$ cat src/rtl/break_pkg.sv
// Overview of operation
// - reserved bits read zero, software writes zero
// - bit 21 set skips channel A identifier check
// - bit 20 set skips channel B identifier check
// - channel A L bus match sets bit 15
// - channel B L bus match sets bit 14
// - channel A I bus match sets bit 13
// - channel B I bus match sets bit 12
// - match flags stay set until zero written
// - bit 11 switches branch tracing on
// - bit 10 picks channel A fetch break timing
// - bit 7 adds data compare to channel B
// - bit 6 picks channel B fetch break timing
// - bit 3 makes channel A precede channel B
// - bit 0 enables channel B execution count break
package break_pkg;

	// ----------------------------------------------------------------
	// register offsets (byte addresses)
	// ----------------------------------------------------------------
	localparam logic [7:0] OFS_BREAK_CONTROL = 8'h00;
	localparam logic [7:0] OFS_EXEC_COUNT = 8'h04;
	localparam logic [7:0] OFS_ASID_COMPARE_A = 8'h08;
	localparam logic [7:0] OFS_ASID_COMPARE_B = 8'h0c;
	localparam logic [7:0] OFS_IRQ_STATUS = 8'h10;
	localparam logic [7:0] OFS_IRQ_MASK = 8'h14;

	// ----------------------------------------------------------------
	// widths
	// ----------------------------------------------------------------
	localparam int ASID_WIDTH = 8;
	localparam int EXEC_COUNT_WIDTH = 12;
	localparam int IRQ_WIDTH = 5;

	// ----------------------------------------------------------------
	// break_control field positions
	// ----------------------------------------------------------------
	localparam int BIT_ASID_MASK_CHAN_A = 21;
	localparam int BIT_ASID_MASK_CHAN_B = 20;
	localparam int BIT_LBUS_MATCH_FLAG_A = 15;
	localparam int BIT_LBUS_MATCH_FLAG_B = 14;
	localparam int BIT_IBUS_MATCH_FLAG_A = 13;
	localparam int BIT_IBUS_MATCH_FLAG_B = 12;
	localparam int BIT_BRANCH_TRACE_ENABLE = 11;
	localparam int BIT_FETCH_BREAK_AFTER_A = 10;
	localparam int BIT_DATA_COMPARE_ENABLE_B = 7;
	localparam int BIT_FETCH_BREAK_AFTER_B = 6;
	localparam int BIT_SEQUENTIAL_CHANNELS = 3;
	localparam int BIT_EXEC_COUNT_ENABLE_B = 0;

	// ----------------------------------------------------------------
	// interrupt status / mask field positions
	// ----------------------------------------------------------------
	localparam int IRQ_LBUS_A = 0;
	localparam int IRQ_LBUS_B = 1;
	localparam int IRQ_IBUS_A = 2;
	localparam int IRQ_IBUS_B = 3;
	localparam int IRQ_USER_BREAK = 4;

	// ----------------------------------------------------------------
	// reset values and unmapped read value
	// ----------------------------------------------------------------
	localparam logic RESET_CONTROL_BIT = 1'b0;
	localparam logic [ASID_WIDTH-1:0] RESET_ASID_COMPARE = 8'h00;
	localparam logic [EXEC_COUNT_WIDTH-1:0] RESET_EXEC_COUNT = 12'h000;
	localparam logic [IRQ_WIDTH-1:0] RESET_IRQ = 5'h00;
	localparam logic [31:0] READ_UNMAPPED = 32'h0000_0000;

endpackage

$ cat src/rtl/break_channel_match.sv
module break_channel_match (
	input wire logic [break_pkg::ASID_WIDTH-1:0] asidCompare,
	input wire logic asidMask,
	input wire logic [break_pkg::ASID_WIDTH-1:0] currentAsid,
	input wire logic conditionHit,
	input wire logic dataCompareEnable,
	input wire logic dataHit,
	output logic channelHit
);

	// ----------------------------------------------------------------
	// qualification of the outside address / cycle hit
	// ----------------------------------------------------------------
	logic asidOk;
	logic dataOk;

	always_comb begin
		asidOk = asidMask || (asidCompare == currentAsid);
		dataOk = !dataCompareEnable || dataHit;
		channelHit = conditionHit && asidOk && dataOk;
	end

endmodule // break_channel_match

$ cat src/rtl/exec_count_unit.sv
module exec_count_unit (
	input wire logic clk,
	input wire logic rst,
	input wire logic load,
	input wire logic [break_pkg::EXEC_COUNT_WIDTH-1:0] loadValue,
	input wire logic countEnable,
	input wire logic conditionHit,
	output logic [break_pkg::EXEC_COUNT_WIDTH-1:0] count,
	output logic fire
);

	typedef struct packed {
		logic [break_pkg::EXEC_COUNT_WIDTH-1:0] count;
	} count_state_s;

	count_state_s state;
	count_state_s next_state;

	localparam logic [break_pkg::EXEC_COUNT_WIDTH-1:0] ONE = 12'h001;
	localparam logic [break_pkg::EXEC_COUNT_WIDTH-1:0] ZERO = 12'h000;

	// ----------------------------------------------------------------
	// count down on each satisfied condition, fire when leaving one
	// ----------------------------------------------------------------
	always_comb begin
		next_state = state;
		fire = countEnable && conditionHit && (state.count == ONE);
		if (load) begin
			next_state.count = loadValue;
		end else if (countEnable && conditionHit && state.count != ZERO) begin
			next_state.count = state.count - ONE;
		end
	end

	always_ff @(posedge clk) begin
		if (rst) begin
			state.count <= break_pkg::RESET_EXEC_COUNT;
		end else begin
			state <= next_state;
		end
	end

	assign count = state.count;

endmodule // exec_count_unit

$ cat src/rtl/break_control_unit.sv
// The Wishbone slave port and the register offsets are this design's own decisions.
module break_control_unit (
	input wire logic clk,
	input wire logic rst,
	// wishbone classic slave
	input wire logic cyc_i,
	input wire logic stb_i,
	input wire logic we_i,
	input wire logic [7:0] adr_i,
	input wire logic [31:0] dat_i,
	input wire logic [3:0] sel_i,
	output logic [31:0] dat_o,
	output logic ack_o,
	// core bus observation
	input wire logic lbusCycle,
	input wire logic ibusCycle,
	input wire logic fetchCycle,
	input wire logic [break_pkg::ASID_WIDTH-1:0] currentAsid,
	input wire logic conditionHitA,
	input wire logic conditionHitB,
	input wire logic dataHitB,
	input wire logic instrDone,
	// results
	output logic userBreak,
	output logic breakAfterExec,
	output logic branchTraceEnable,
	output logic irq
);

	// ----------------------------------------------------------------
	// state
	// ----------------------------------------------------------------
	typedef struct packed {
		logic ack;
		logic [31:0] rdata;
		logic irq;
		logic userBreak;
		logic breakAfterExec;
		logic asidMaskChanA;
		logic asidMaskChanB;
		logic lbusMatchFlagA;
		logic lbusMatchFlagB;
		logic ibusMatchFlagA;
		logic ibusMatchFlagB;
		logic branchTraceEnable;
		logic fetchBreakAfterA;
		logic fetchBreakAfterB;
		logic dataCompareEnableB;
		logic sequentialChannels;
		logic execCountEnableB;
		logic [break_pkg::ASID_WIDTH-1:0] asidCompareChanA;
		logic [break_pkg::ASID_WIDTH-1:0] asidCompareChanB;
		logic sequenceArmed;
		logic pendingAfterA;
		logic pendingAfterB;
		logic [break_pkg::IRQ_WIDTH-1:0] irqStatus;
		logic [break_pkg::IRQ_WIDTH-1:0] irqMask;
	} ctrl_state_s;

	ctrl_state_s state;
	ctrl_state_s next_state;

	// ----------------------------------------------------------------
	// channel qualification and execution counter
	// ----------------------------------------------------------------
	logic hitA;
	logic hitB;
	logic condB;
	logic countFire;
	logic countLoad;
	logic [break_pkg::EXEC_COUNT_WIDTH-1:0] execCount;
	logic busAccess;
	logic busWrite;
	logic busRead;
	logic [31:0] writeMerged;
	logic [31:0] controlRead;

	break_channel_match chanA (
		.asidCompare(state.asidCompareChanA),
		.asidMask(state.asidMaskChanA),
		.currentAsid(currentAsid),
		.conditionHit(conditionHitA),
		.dataCompareEnable(1'b0),
		.dataHit(1'b0),
		.channelHit(hitA)
	);

	break_channel_match chanB (
		.asidCompare(state.asidCompareChanB),
		.asidMask(state.asidMaskChanB),
		.currentAsid(currentAsid),
		.conditionHit(conditionHitB),
		.dataCompareEnable(state.dataCompareEnableB),
		.dataHit(dataHitB),
		.channelHit(hitB)
	);

	exec_count_unit execCounter (
		.clk(clk),
		.rst(rst),
		.load(countLoad),
		.loadValue(writeMerged[break_pkg::EXEC_COUNT_WIDTH-1:0]),
		.countEnable(state.execCountEnableB),
		.conditionHit(condB),
		.count(execCount),
		.fire(countFire)
	);

	// ----------------------------------------------------------------
	// byte lane merge
	// ----------------------------------------------------------------
	function automatic logic [31:0] mergeBytes(
		input logic [31:0] oldValue,
		input logic [31:0] newValue,
		input logic [3:0] sel
	);
		logic [31:0] result;
		result = oldValue;
		for (int i = 0; i < 4; i++) begin
			if (sel[i]) begin
				result[i*8 +: 8] = newValue[i*8 +: 8];
			end
		end
		return result;
	endfunction

	// ----------------------------------------------------------------
	// read view of break_control
	// ----------------------------------------------------------------
	always_comb begin
		controlRead = 32'h0000_0000;
		controlRead[break_pkg::BIT_ASID_MASK_CHAN_A] = state.asidMaskChanA;
		controlRead[break_pkg::BIT_ASID_MASK_CHAN_B] = state.asidMaskChanB;
		controlRead[break_pkg::BIT_LBUS_MATCH_FLAG_A] = state.lbusMatchFlagA;
		controlRead[break_pkg::BIT_LBUS_MATCH_FLAG_B] = state.lbusMatchFlagB;
		controlRead[break_pkg::BIT_IBUS_MATCH_FLAG_A] = state.ibusMatchFlagA;
		controlRead[break_pkg::BIT_IBUS_MATCH_FLAG_B] = state.ibusMatchFlagB;
		controlRead[break_pkg::BIT_BRANCH_TRACE_ENABLE] = state.branchTraceEnable;
		controlRead[break_pkg::BIT_FETCH_BREAK_AFTER_A] = state.fetchBreakAfterA;
		controlRead[break_pkg::BIT_DATA_COMPARE_ENABLE_B] = state.dataCompareEnableB;
		controlRead[break_pkg::BIT_FETCH_BREAK_AFTER_B] = state.fetchBreakAfterB;
		controlRead[break_pkg::BIT_SEQUENTIAL_CHANNELS] = state.sequentialChannels;
		controlRead[break_pkg::BIT_EXEC_COUNT_ENABLE_B] = state.execCountEnableB;
	end

	// ----------------------------------------------------------------
	// next state
	// ----------------------------------------------------------------
	logic breakA;
	logic breakB;
	logic nowBreak;
	logic laterBreak;
	logic setLbusA;
	logic setLbusB;
	logic setIbusA;
	logic setIbusB;
	logic [break_pkg::IRQ_WIDTH-1:0] irqEvents;

	always_comb begin
		next_state = state;
		busAccess = cyc_i && stb_i;
		// write and read effects happen on the edge where ack is seen high
		busWrite = busAccess && state.ack && we_i;
		busRead = busAccess && state.ack && !we_i;
		countLoad = busWrite && (adr_i == break_pkg::OFS_EXEC_COUNT);
		writeMerged = 32'h0000_0000;
		unique case (adr_i)
			break_pkg::OFS_BREAK_CONTROL: begin
				writeMerged = mergeBytes(controlRead, dat_i, sel_i);
			end
			break_pkg::OFS_EXEC_COUNT: begin
				writeMerged = mergeBytes({20'h00000, execCount}, dat_i, sel_i);
			end
			break_pkg::OFS_ASID_COMPARE_A: begin
				writeMerged = mergeBytes({24'h000000, state.asidCompareChanA}, dat_i, sel_i);
			end
			break_pkg::OFS_ASID_COMPARE_B: begin
				writeMerged = mergeBytes({24'h000000, state.asidCompareChanB}, dat_i, sel_i);
			end
			break_pkg::OFS_IRQ_MASK: begin
				writeMerged = mergeBytes({27'h0000000, state.irqMask}, dat_i, sel_i);
			end
			default: begin
				writeMerged = 32'h0000_0000;
			end
		endcase

		// channel B counts only after a channel A match in sequential mode
		condB = hitB && (!state.sequentialChannels || state.sequenceArmed);
		breakA = hitA && !state.sequentialChannels;
		breakB = condB && (!state.execCountEnableB || countFire);

		setLbusA = hitA && lbusCycle;
		setLbusB = condB && lbusCycle;
		setIbusA = hitA && ibusCycle;
		setIbusB = condB && ibusCycle;

		// sequence arming
		if (!state.sequentialChannels) begin
			next_state.sequenceArmed = 1'b0;
		end else if (hitA) begin
			next_state.sequenceArmed = 1'b1;
		end else if (breakB) begin
			next_state.sequenceArmed = 1'b0;
		end

		// break timing: before execution now, after execution on instrDone
		nowBreak = 1'b0;
		laterBreak = 1'b0;
		if (breakA) begin
			if (fetchCycle && state.fetchBreakAfterA) begin
				next_state.pendingAfterA = 1'b1;
			end else begin
				nowBreak = 1'b1;
			end
		end
		if (breakB) begin
			if (fetchCycle && state.fetchBreakAfterB) begin
				next_state.pendingAfterB = 1'b1;
			end else begin
				nowBreak = 1'b1;
			end
		end
		if (instrDone && (state.pendingAfterA || state.pendingAfterB)) begin
			laterBreak = 1'b1;
			next_state.pendingAfterA = breakA && fetchCycle && state.fetchBreakAfterA;
			next_state.pendingAfterB = breakB && fetchCycle && state.fetchBreakAfterB;
		end
		next_state.userBreak = nowBreak || laterBreak;
		next_state.breakAfterExec = laterBreak && !nowBreak;

		// register writes
		if (busWrite) begin
			unique case (adr_i)
				break_pkg::OFS_BREAK_CONTROL: begin
					next_state.asidMaskChanA = writeMerged[break_pkg::BIT_ASID_MASK_CHAN_A];
					next_state.asidMaskChanB = writeMerged[break_pkg::BIT_ASID_MASK_CHAN_B];
					next_state.branchTraceEnable =
						writeMerged[break_pkg::BIT_BRANCH_TRACE_ENABLE];
					next_state.fetchBreakAfterA = writeMerged[break_pkg::BIT_FETCH_BREAK_AFTER_A];
					next_state.dataCompareEnableB =
						writeMerged[break_pkg::BIT_DATA_COMPARE_ENABLE_B];
					next_state.fetchBreakAfterB = writeMerged[break_pkg::BIT_FETCH_BREAK_AFTER_B];
					next_state.sequentialChannels =
						writeMerged[break_pkg::BIT_SEQUENTIAL_CHANNELS];
					next_state.execCountEnableB =
						writeMerged[break_pkg::BIT_EXEC_COUNT_ENABLE_B];
					// flags: writing one keeps, writing zero clears
					next_state.lbusMatchFlagA = state.lbusMatchFlagA &&
						writeMerged[break_pkg::BIT_LBUS_MATCH_FLAG_A];
					next_state.lbusMatchFlagB = state.lbusMatchFlagB &&
						writeMerged[break_pkg::BIT_LBUS_MATCH_FLAG_B];
					next_state.ibusMatchFlagA = state.ibusMatchFlagA &&
						writeMerged[break_pkg::BIT_IBUS_MATCH_FLAG_A];
					next_state.ibusMatchFlagB = state.ibusMatchFlagB &&
						writeMerged[break_pkg::BIT_IBUS_MATCH_FLAG_B];
				end
				break_pkg::OFS_ASID_COMPARE_A: begin
					next_state.asidCompareChanA = writeMerged[break_pkg::ASID_WIDTH-1:0];
				end
				break_pkg::OFS_ASID_COMPARE_B: begin
					next_state.asidCompareChanB = writeMerged[break_pkg::ASID_WIDTH-1:0];
				end
				break_pkg::OFS_IRQ_MASK: begin
					next_state.irqMask = writeMerged[break_pkg::IRQ_WIDTH-1:0];
				end
				default: begin
				end
			endcase
		end

		// hardware set wins over a same-cycle zero write
		if (setLbusA) begin
			next_state.lbusMatchFlagA = 1'b1;
		end
		if (setLbusB) begin
			next_state.lbusMatchFlagB = 1'b1;
		end
		if (setIbusA) begin
			next_state.ibusMatchFlagA = 1'b1;
		end
		if (setIbusB) begin
			next_state.ibusMatchFlagB = 1'b1;
		end

		// interrupt status: read clears, new events win
		irqEvents = 5'h00;
		irqEvents[break_pkg::IRQ_LBUS_A] = setLbusA;
		irqEvents[break_pkg::IRQ_LBUS_B] = setLbusB;
		irqEvents[break_pkg::IRQ_IBUS_A] = setIbusA;
		irqEvents[break_pkg::IRQ_IBUS_B] = setIbusB;
		irqEvents[break_pkg::IRQ_USER_BREAK] = next_state.userBreak;
		if (busRead && adr_i == break_pkg::OFS_IRQ_STATUS) begin
			// clear only what the read reported, so a late event is kept
			next_state.irqStatus = (state.irqStatus & ~state.rdata[break_pkg::IRQ_WIDTH-1:0]) |
				irqEvents;
		end else begin
			next_state.irqStatus = state.irqStatus | irqEvents;
		end
		next_state.irq = |(next_state.irqStatus & next_state.irqMask);

		// bus answer: ack one cycle after the request, read data with it
		next_state.ack = busAccess && !state.ack;
		if (busAccess && !state.ack && !we_i) begin
			unique case (adr_i)
				break_pkg::OFS_BREAK_CONTROL: begin
					next_state.rdata = controlRead;
				end
				break_pkg::OFS_EXEC_COUNT: begin
					next_state.rdata = {20'h00000, execCount};
				end
				break_pkg::OFS_ASID_COMPARE_A: begin
					next_state.rdata = {24'h000000, state.asidCompareChanA};
				end
				break_pkg::OFS_ASID_COMPARE_B: begin
					next_state.rdata = {24'h000000, state.asidCompareChanB};
				end
				break_pkg::OFS_IRQ_STATUS: begin
					next_state.rdata = {27'h0000000, state.irqStatus};
				end
				break_pkg::OFS_IRQ_MASK: begin
					next_state.rdata = {27'h0000000, state.irqMask};
				end
				default: begin
					next_state.rdata = break_pkg::READ_UNMAPPED;
				end
			endcase
		end
	end

	// ----------------------------------------------------------------
	// registers
	// ----------------------------------------------------------------
	always_ff @(posedge clk) begin
		if (rst) begin
			state.ack <= 1'b0;
			state.rdata <= 32'h0000_0000;
			state.irq <= 1'b0;
			state.userBreak <= 1'b0;
			state.breakAfterExec <= 1'b0;
			state.asidMaskChanA <= break_pkg::RESET_CONTROL_BIT;
			state.asidMaskChanB <= break_pkg::RESET_CONTROL_BIT;
			state.lbusMatchFlagA <= break_pkg::RESET_CONTROL_BIT;
			state.lbusMatchFlagB <= break_pkg::RESET_CONTROL_BIT;
			state.ibusMatchFlagA <= break_pkg::RESET_CONTROL_BIT;
			state.ibusMatchFlagB <= break_pkg::RESET_CONTROL_BIT;
			state.branchTraceEnable <= break_pkg::RESET_CONTROL_BIT;
			state.fetchBreakAfterA <= break_pkg::RESET_CONTROL_BIT;
			state.fetchBreakAfterB <= break_pkg::RESET_CONTROL_BIT;
			state.dataCompareEnableB <= break_pkg::RESET_CONTROL_BIT;
			state.sequentialChannels <= break_pkg::RESET_CONTROL_BIT;
			state.execCountEnableB <= break_pkg::RESET_CONTROL_BIT;
			state.asidCompareChanA <= break_pkg::RESET_ASID_COMPARE;
			state.asidCompareChanB <= break_pkg::RESET_ASID_COMPARE;
			state.sequenceArmed <= 1'b0;
			state.pendingAfterA <= 1'b0;
			state.pendingAfterB <= 1'b0;
			state.irqStatus <= break_pkg::RESET_IRQ;
			state.irqMask <= break_pkg::RESET_IRQ;
		end else begin
			state <= next_state;
		end
	end

	// ----------------------------------------------------------------
	// outputs
	// ----------------------------------------------------------------
	assign dat_o = state.rdata;
	assign ack_o = state.ack;
	assign irq = state.irq;
	assign userBreak = state.userBreak;
	assign breakAfterExec = state.breakAfterExec;
	assign branchTraceEnable = state.branchTraceEnable;

endmodule // break_control_unit

$ cat config.mk
export PLATFORM = sky130hd
export DESIGN_NAME = break_control_unit
export DESIGN_NICKNAME = d
export VERILOG_FILES = /design/src/rtl/break_pkg.sv /design/src/rtl/break_channel_match.sv /design/src/rtl/exec_count_unit.sv /design/src/rtl/break_control_unit.sv
export SDC_FILE = /design/constraint.sdc
export NUM_CORES = 1
export LEC_CHECK = 0
export BUFFER_PORTS_ARGS = -buffer_cell sky130_fd_sc_hd__buf_2
export CELL_PAD_IN_SITES_DETAIL_PLACEMENT = 1
export CELL_PAD_IN_SITES_GLOBAL_PLACEMENT = 2
export CORE_ASPECT_RATIO = 0.75
export CORE_MARGIN = 1.5
export CORE_UTILIZATION = 28
export DETAILED_ROUTE_END_ITERATION = 8
export PLACE_DENSITY = 0.84
export SYNTH_ARGS = -nofsm -noshare
export SYNTH_HDL_FRONTEND = slang
export SYNTH_SLANG_ARGS = --single-unit
$ cat constraint.sdc
create_clock -name clk -period 2.22 [get_ports clk]
set_clock_uncertainty 0.1 [all_clocks]
set_input_delay 0.333 -clock clk [delete_from_list [all_inputs] [get_ports clk]]
set_output_delay 0.333 -clock clk [all_outputs]
set_load 0.1 [all_outputs]
# Yosys cells after proc, flatten, opt, wreduce, memory -nomap -nowiden
# Cells that the tools add are included.
# totals
register_bits	89
latchBits	0
ram_bits	0
rom_bits	0
input_bits	64
wordCells	155
memories	0
# op_classes
addsub	1
n_mul	0
n_div	0
n_lt_le_gt_ge	0
eq_ne	10
shift	0
muxes	37
n_bitwise	6
reduce_logical	75
# ops
cell	n
$pmux 22 s6	1
$pmux 22 s5	1
$mux 8	10
$logic_and 1x1->1	33
$reduce_bool 2->1	14
$mux 26	1
$mux 12	2
$reduce_and 2->1	10
$eq 8x4->1 const B	2
$eq 8x5->1 const B	2
$eq 8x8->1	2
$mux 1	15
$mux 5	3
$eq 12x1->1 const B	1
$mux 6	2
$reduce_bool 12->1	1
$sub 12x1->12 const B	1
$and 5x5->5	2
$mux 10	1
$or 5x5->5	2
$eq 8x3->1 const B	1
$logic_not 8->1	1
$logic_or 1x1->1	7
$logic_not 1->1	6
8 further kinds	8

# Longest topological paths before layout
# Gate-level depths: netlist of run 1.
# logic_depth
depth_word	15
ltp_mapped	9
ltp_nobuf	7

# Cells and area by module
# From an unflattened synthesis of run 1, not the netlist that was laid out.
# unflattened
hier_cells	563
hier_area_um2	4553.1
# modules_own_cells
module	instances	cells_each	area_per_inst_um2	seq_area_each_um2
break_control_unit	1	440	3540.9	1261.2
exec_count_unit	1	95	812.0	240.2
break_channel_match	2	14	100.1	0.0

# Least setup slack after synthesis of run 1
# No wires, ideal clock.
# synth_path
kind	register -> register
startpoint	register state (netlist bit ack_o)
endpoint	register state[14] (netlist name)
setup_time_ps	128
t_arrival_ps	2278
required_time_ps	1992
path_slack_ps	-285
stages_incl_launch_ff	6
path_cell_list	dfxtp_1 and4_1 clkbuf_1 nand4_1 mux2i_1 nor2_1
# synth_between
elab_chain_len	3
# synth_lines
element	line_no	text
start: declaration	break_control_unit.sv:60	ctrl_state_s state;
$logic_and 1x1->1 (2 in a row)	break_control_unit.sv:163	busWrite = busAccess && state.ack && we_i;
$reduce_and 2->1 (no source line)	-	
# Every way passes these cells.
# A chain may end at the register's enable or synchronous reset.

# Worst setup path after layout of run 1
# layout_path
startpoint	register state[17] (netlist name)
endpoint	register, netlist name execCounter.count[5]
# layout_between
elab_chain_len	8
# layout_lines
element	line_no	text
$eq 8x8->1	break_channel_match.sv:18	asidOk = asidMask || (asidCompare == currentAsid);
$logic_or 1x1->1	break_channel_match.sv:18	
$logic_and 1x1->1 (2 in a row)	break_channel_match.sv:20	channelHit = conditionHit && asidOk && dataOk;
$logic_and 1x1->1	break_control_unit.sv:189	condB = hitB && (!state.sequentialChannels || state.sequenceArmed);
$logic_and 1x1->1 (2 in a row)	exec_count_unit.sv:30	end else if (countEnable && conditionHit && state.count != ZERO) begin
$reduce_bool 2->1 (no source line)	-	
# Every way passes these cells.

==> results of run 1 <==
cells by family after synthesis:
logic type                 share of synthesized area, %
DFF                                               34.37
adders and majority gates                        0.5728
buffers and inverters                             9.682
AOI/OAI and AO/OA                                 19.79
other                                           0.08585
and+or+nand+nor                                   25.67
muxes                                             5.414
xor gates and xnor gates                          4.411
through the flow:
stage	instances	total power (uW)	utilization, %
finish	904	3292	39.92
global route	904	3398	39.92
CTS	903	3298	39.24
detailed placement	887	1773	36.95
global placement	887	1766	36.95
floorplan	549	1634	-
power by group through the flow:
stage	combinational, uW	sequential, uW	clock (uW)
floorplan	248	1390	0
global placement	385	1380	0
detailed placement	392	1380	0
CTS	395	1350	1550
global route	425	1350	1620
finish	403	1350	1540
flip-flops by register name, indices dropped and copies added, names as in the netlist:
register,count
state,29
dat_o,18
execCounter.count,12
controlRead,11
ack_o,1
branchTraceEnable,1
breakAfterExec,1
irq,1
userBreak,1
worst max path at each step:
stage | startpoint | cells after the start | endpoint
after floorplan | execCounter.count[0] | 8 | execCounter.count[11]
after global placement | currentAsid[3] | 7 | execCounter.count[11]
after detailed placement | currentAsid[3] | 7 | execCounter.count[11]
after CTS | state[20] | 6 | execCounter.count[11]
after global routing | state[17] | 6 | execCounter.count[11]
final | state[17] | 6 | execCounter.count[5]
metal layers:
| metal | vias to the layer above | wire (microns) | global-route usage, % |
|---|---|---|---|
| met3 | 22 | 1011 | 4.897 |
| li1 | 2236 | - | - |
| met4 | 0 | 219 | 4.733 |
| met2 | 119 | 8134 | 35.37 |
| met1 | 2365 | 8752 | 31.60 |
| met5 | - | 0 | 0 |
worst min-delay path: stages:
cell and delay (ns):
sky130_fd_sc_hd__buf_2 0.08, sky130_fd_sc_hd__mux2i_1 0.05, sky130_fd_sc_hd__nor2_1 0.08
placed cells by master (no fill, tap or decap), types with 6 or more instances in the layout:
| cell | netlist | routed |
|---|---|---|
| sky130_fd_sc_hd__nor3_1 | 14 | 12 |
| sky130_fd_sc_hd__nand2_1 | 39 | 39 |
| sky130_fd_sc_hd__buf_4 | 32 | 125 |
| sky130_fd_sc_hd__mux2i_1 | 18 | 18 |
| sky130_fd_sc_hd__a21oi_1 | 38 | 36 |
| sky130_fd_sc_hd__xor2_1 | 17 | 16 |
| sky130_fd_sc_hd__o21ai_0 | 9 | 9 |
| sky130_fd_sc_hd__a31oi_1 | 6 | 6 |
| sky130_fd_sc_hd__nand3b_1 | 7 | 7 |
| sky130_fd_sc_hd__buf_2 | 2 | 71 |
| sky130_fd_sc_hd__inv_1 | 15 | 15 |
| sky130_fd_sc_hd__dfxtp_1 | 75 | 70 |
| sky130_fd_sc_hd__nand3_1 | 22 | 22 |
| sky130_fd_sc_hd__nor4_1 | 12 | 7 |
| sky130_fd_sc_hd__conb_1 | 1 | 14 |
| sky130_fd_sc_hd__or3_1 | 10 | 10 |
| sky130_fd_sc_hd__nand4_1 | 10 | 10 |
| sky130_fd_sc_hd__a211oi_1 | 11 | 10 |
| sky130_fd_sc_hd__o31ai_1 | 10 | 8 |
| sky130_fd_sc_hd__clkbuf_16 | 0 | 9 |
| sky130_fd_sc_hd__nor2b_1 | 7 | 7 |
| sky130_fd_sc_hd__nand2b_1 | 11 | 11 |
| sky130_fd_sc_hd__nor2_1 | 44 | 43 |
| sky130_fd_sc_hd__a22oi_1 | 9 | 9 |
repair_timing:
item,CTS,global route
pin swaps,6,4
setup buffers,1,1
cloned,0,0
hold buffers,0,0
endpoints found under the setup margin,7,12
gates resized for setup,11,17
layout make-up:
cell class                 count  share of cell area (%)
multi-input combinational    394                   43.15
clock inverter                 7                   1.318
sequential                    75                   24.81
timing repair buffer         198                   21.80
tap                          205                   4.221
clock buffer                   9                   3.706
inverter                      16                  0.9883
==> impl_summary.txt, run 1 <==
----------------------------------------------------
[Synthesis]
  Share of synthesized flip-flops with an asynchronous set or reset ... 0%
  Area share of the leading cell type in the synthesized netlist ... 34.37%
  Average cell area after synthesis ... 8.149 sq um
  Count leader, synth ... sky130_fd_sc_hd__dfxtp_1
  Gate count after technology mapping ... 536
  Leading post-synthesis cells by instance count ... sky130_fd_sc_hd__dfxtp_1, sky130_fd_sc_hd__nor2_1, sky130_fd_sc_hd__nand2_1
  Number of distinct library cells after synthesis ... 67
  Number of enable flip-flop cells after synthesis ... 0
  Post-Synthesis Cell Area ... 4368 sq um
  Dominant cell type by area after synthesis ... sky130_fd_sc_hd__dfxtp_1
  FF+latch count, synth ... 75
  Proportion of synthesized chip area in sequential cells ... 34.37%
  Primary flip-flop cell chosen by synthesis mapping ... sky130_fd_sc_hd__dfxtp_1
  YS warnings ... 0
  Most area-consuming cells after synthesis ... sky130_fd_sc_hd__dfxtp_1, sky130_fd_sc_hd__buf_4, sky130_fd_sc_hd__a21oi_1, sky130_fd_sc_hd__mux2i_1, sky130_fd_sc_hd__nor2_1

[Placement]
  RD Place Congestion ... 0.9251
  Estimated wirelength of the detail-placed design ... 14.34 mm
  Count of port buffers added during placement ... 71
  Area of placed instances ... 5625 sq um
  Post-placement setup slack ... -0.3429 ns

[STA]
  Final Hold Viols ... 0
  Worst Max-Slew Pin Slew ... 0.6706 ns
  Final worst setup slack ... -0.07324 ns
  Slew Viols, Final ... 0
  Sum Neg Setup Slack ... -0.1115 ns
  Part of the cycle the worst path needs ... 103.3%
  Endpoints failing setup ... 2
  Max-slew headroom at the worst pin ... 55.29%
  Hold Worst Slack ... 0.1427 ns
  Shortest clock period the worst path allows after layout ... 2.293 ns
  Setup repair after global routing missed its margin ... yes
  Achievable Freq ... 436.1 MHz

[Critical path]
  Kind of start point of the critical path ... flip-flop
  Cell family contributing the most delay on the critical path ... simple AND/OR/NAND/NOR gates
  Source of the worst register-to-register timing path ... state[17]
  Crit Path Class ... flip-flop to flip-flop
  Standard cell with the maximum stage delay on the critical path ... sky130_fd_sc_hd__or4_4
  Number of buffer and inverter instances along the worst setup path ... 0
  Slowest Stage Delay on Critical Path ... 0.48 ns
  Internal reg-to-reg setup slack ... -0.07 ns
  Capturing point of the worst reg2reg path ... execCounter.count[5]
  Endpoint required time on the critical path ... 2.37 ns
  Number of cells traversed by the worst register-to-register path ... 6
  Setup crit end kind ... flip-flop
  Dominant cell type by count on the critical path ... sky130_fd_sc_hd__or4_4
  Critical-path maximum fanout ... 7
  Arrival time of the worst setup path ... 2.45 ns
  Worst path cell trace ... xor2_2 > nor4_4 > a21oi_2 > or4_4 > or4_4 > a311oi_1

[Power]
  Worst IR Drop VDD ... 366.9 uV
  Total power density per cell area ... 541.7 nW/um^2
  Cell leakage power ... 0.002639 uW
  Sequential share of power ... 41.0%
  P_int ... 2355 uW
  Comb pwr share ... 12.2%
  Switching fraction of total power ... 28.47%
  Net switching power ... 937.4 uW
  Power share of the clock group ... 46.7%

[Die]
  Overall die width ... 147.2 microns
  Overall die area ... 16370 sq um
  Top-level I/O count ... 101
  Number of cell rows ... 39
  Initial standard-cell utilization of the core ... 28.69%
  Area of the placeable core ... 15220 sq um
  Chip height ... 111.2 microns

[Cells and area]
  P&R area growth vs syn ... 39.13%
  Area occupied by multi-input gates ... 2623 sq um
  Finished layout cell area ... 6077 sq um
  # nets final ... 760
  Sequential cell area in the final layout ... 1508 sq um
  Number of inserted filler cells in the final layout ... 1884
  Diode count ... 0
  Fraction of layout cells with a size suffix above 1 ... 35.62%

[Clock network]
  Source-to-sink clock delay at the later pin of the worst-skew pair ... 0.34 ns
  CTS Buf Count ... 9
  CTS H-tree depth ... 3
  Maximum clock insertion buffer count ... 2
  Clock-pin slew of the registers on the worst-case setup and hold paths ... 0.07 ns
  Buffer cell driving the clock tree root ... sky130_fd_sc_hd__clkbuf_16
  Clock Sinks ... 75
  CTS tree ... built

[Worst hold path]
  Beginning of the worst hold path ... dat_i[21]
  End point of the worst hold path ... controlRead[21]
  Worst Hold Depth ... 3
  Type of the tightest min-delay check ... input pin to flip-flop

[Detailed routing]
  Post-detailed-routing wire length ... 18.12 mm
  Total via count in the routed design ... 4742
  Antenna-violating nets left ... 0
  Number of detailed-route iterations in the first pass ... 4
  Routed WL per cell ... 20.04 microns
  DRC errors left ... 0
  Via-to-Cell Ratio ... 5.246
  1st-iter DRT viols ... 340

[Global route]
  Maximum number of pins on one net before global-route repair ... 35
  First-pass GRT wire length ... 28.28 mm
  GRT Overall Usage ... 22.54%
  Initial antenna violation count ... 0
  Congestion Overflow GR ... 0
  Via count of the first global-routing pass ... 4962

[Status]
  Run status ... finished with violations
  Violations in the final reports ... setup timing

[Job]
  Count of maximum capacitance violations ... 0

----------------------------------------------------
Note: power is estimated with default switching activity, not from simulation.
==> inputs of run 2 (changes only) <==
--- a/config.mk
+++ b/config.mk
@@ -13,6 +13,7 @@
 export CORE_UTILIZATION = 28
 export DETAILED_ROUTE_END_ITERATION = 8
 export PLACE_DENSITY = 0.84
+export RECOVER_POWER = 100
 export SYNTH_ARGS = -nofsm -noshare
 export SYNTH_HDL_FRONTEND = slang
 export SYNTH_SLANG_ARGS = --single-unit
==> run 2 against run 1 <==
Effect of this change: the run ends with capacitance limit, slew limit, setup timing left; critical endpoint unchanged; total power is essentially flat; sequential share of layout area grew 0.23 points; die area is the same; cell area shrank 0.91%; wire length shrank 0.34%; via count shrank 1.5%; sequential cell count is the same; sequential power is essentially flat; worst setup slack lost 0.015 ns; cell count is the same; combinational power shrank 1%; clock power is essentially flat.
==> impl_summary.txt, run 2 (synthesized netlist as in run 1, its figures left out) <==
----------------------------------------------------
[Critical path]
  Setup crit end kind ... flip-flop
  Endpoint required time on the critical path ... 2.37 ns (about the same)
  Arrival time of the worst setup path ... 2.46 ns (about the same)
  Critical-path maximum fanout ... 7 (unchanged)
  Crit Path Class ... flip-flop to flip-flop
  Kind of start point of the critical path ... flip-flop
  Capturing point of the worst reg2reg path ... execCounter.count[5]
  Worst setup startpoint ... state[17]
  Source of the worst register-to-register timing path ... state[17]
  Internal reg-to-reg setup slack ... -0.09 ns (about the same)
  Number of cells traversed by the worst register-to-register path ... 6 (unchanged)

[Detailed routing]
  DRC errors left ... 0 (unchanged)
  Via-to-Cell Ratio ... 5.169 (-1.5%)
  Post-detailed-routing wire length ... 18.06 mm (-0.34%)
  Routed WL per cell ... 19.97 microns (-0.34%)
  Number of detailed-route iterations in the first pass ... 4 (unchanged)
  1st-iter DRT viols ... 288 (-15%)
  Antenna-violating nets left ... 0 (unchanged)
  Total via count in the routed design ... 4673 (-1.5%)

[Cells and area]
  Largest register FFs ... 29 (unchanged)
  # nets final ... 760 (unchanged)
  Fraction of layout cells with a size suffix above 1 ... 33.48% (-2.1 points)
  Most common cell after layout, fill and taps aside ... sky130_fd_sc_hd__buf_4
  Final core occ ... 39.55% (-0.36 points)
  Most used cells in the layout excluding fill and tap cells ... sky130_fd_sc_hd__buf_4, sky130_fd_sc_hd__dfxtp_1, sky130_fd_sc_hd__buf_2
  Diode count ... 0 (unchanged)
  Register with the highest flop count ... state
  P&R area growth vs syn ... 37.87%

[Worst hold path]
  Beginning of the worst hold path ... dat_i[20]
  Type of the tightest min-delay check ... input pin to flip-flop
  End point of the worst hold path ... controlRead[20]
  Worst Hold Depth ... 3 (unchanged)

[Power]
  Post-layout power ... 3289 uW (about the same)
  Cell leakage power ... 0.002565 uW (-2.8%)
  Worst IR Drop VDD ... 370.9 uV (+1.1%)
  Total power density per cell area ... 546.2 nW/um^2 (+0.83%)

[Die]
  Area of the placeable core ... 15220 sq um (unchanged)
  Overall die width ... 147.2 microns (unchanged)
  Top-level I/O count ... 101 (unchanged)
  Chip height ... 111.2 microns (unchanged)
  Number of cell rows ... 39 (unchanged)
  Initial standard-cell utilization of the core ... 28.69% (unchanged)
  Overall die area ... 16370 sq um (unchanged)

[STA]
  Max-slew headroom at the worst pin ... -7.806% (-63 points)
  Worst Max-Slew Pin Slew ... 1.617 ns (+0.9465 ns)
  Endpoints failing setup ... 3 (+1)
  Achievable Freq ... 433.3 MHz (-0.63%)
  Final worst setup slack ... -0.08787 ns (-0.01463 ns)
  Part of the cycle the worst path needs ... 104.0% (+0.66 points)
  Shortest clock period the worst path allows after layout ... 2.308 ns (+0.01463 ns)
  Slew Viols, Final ... 32 (+32)
  Setup repair after global routing missed its margin ... yes
  Sum Neg Setup Slack ... -0.1520 ns (-0.04045 ns)
  Final Hold Viols ... 0 (unchanged)

[Status]
  Violations in the final reports ... capacitance limit, slew limit, setup timing
  Run status ... finished with violations

[Clock network]
  Buffer cell driving the clock tree root ... sky130_fd_sc_hd__clkbuf_16
  CTS Buf Count ... 9 (unchanged)
  CTS H-tree depth ... 3 (unchanged)
  Source-to-sink clock delay at the later pin of the worst-skew pair ... 0.35 ns (about the same)
  Clock Sinks ... 75 (unchanged)
  Clock-pin slew of the registers on the worst-case setup and hold paths ... 0.07 ns (about the same)
  CTS tree ... built
  Maximum clock insertion buffer count ... 2 (unchanged)

[Global route]
  First-pass GRT wire length ... 28.28 mm (unchanged)
  Maximum number of pins on one net before global-route repair ... 35 (unchanged)
  Congestion Overflow GR ... 0 (unchanged)
  GRT Overall Usage ... 22.54% (unchanged)
  Initial antenna violation count ... 0 (unchanged)
  Via count of the first global-routing pass ... 4962 (unchanged)

[Placement]
  RD Place Congestion ... 0.9251 (unchanged)
  Estimated wirelength of the detail-placed design ... 14.34 mm (unchanged)
  Count of port buffers added during placement ... 71 (unchanged)

[Job]
  Count of maximum capacitance violations ... 1 (+1)

----------------------------------------------------
==> run 2: power by group <==
part	switching [uW]	total, uW	internal (uW)	leakage, uW
clock network	652	1540	889	0.000149
logic	282	397	115	0.00181
registers	3.48	1350	1350	0.000607
total	938	3290	2350	0.00256
==> run 2: stage by stage <==
stage / cells / area, sq um / hold slack, ns / worst slack, ns
after floorplan: 549 / 4424 / 0.3323 / 0.005640
after global placement: 887 / 5625 / 0.3383 / -0.2378
after detailed placement: 887 / 5625 / 0.3488 / -0.3429
after CTS: 903 / 5974 / 0.1318 / -0.1262
after global routing: 904 / 6022 / 0.1509 / -0.1594
final: 904 / 6022 / 0.1416 / -0.08787
==> run 2: worst max path at each step <==
stage	to	slack [ns]	depth (start not counted)
floorplan	execCounter.count[11]	0.006	8
global placement	execCounter.count[11]	-0.24	7
detailed placement	execCounter.count[11]	-0.34	7
CTS	execCounter.count[11]	-0.13	6
global route	execCounter.count[11]	-0.16	6
finish	execCounter.count[5]	-0.09	6
==> run 2: final cells by class <==
cell class / instances / area, sq um
Clock buffer: 9 / 225.2
Clock inverter: 7 / 80.08
Fill cell: 1893 / 9203
Inverter: 16 / 60.06
Multi-Input combinational cell: 394 / 2597
Sequential cell: 75 / 1508
Tap cell: 205 / 256.5
Timing Repair Buffer: 198 / 1295
==> run 2: timing repair <==
action | in CTS | in global routing
setup buffers | 1 | 1
gates resized for setup | 11 | 17
endpoints found under the hold margin | 0 | 0
hold buffers | 0 | 0
pin swaps | 6 | 4
endpoints found under the setup margin | 7 | 12
==> run 2: critical path, cell delays in order, from the launching register on <==
cell	delay [ns]
sky130_fd_sc_hd__dfxtp_2	0.34
sky130_fd_sc_hd__xor2_2	0.19
sky130_fd_sc_hd__nor4_4	0.31
sky130_fd_sc_hd__a21oi_2	0.12
sky130_fd_sc_hd__or4_4	0.48
sky130_fd_sc_hd__or4_4	0.43
sky130_fd_sc_hd__a311oi_1	0.25
==> run 2: routing by layer <==
metal	track usage, %	up-vias	wire [microns]
met5	0	-	0
met2	35.37	137	8078
met3	4.897	21	1422
met1	31.60	2280	8326
met4	4.733	0	229
li1	-	2235	-
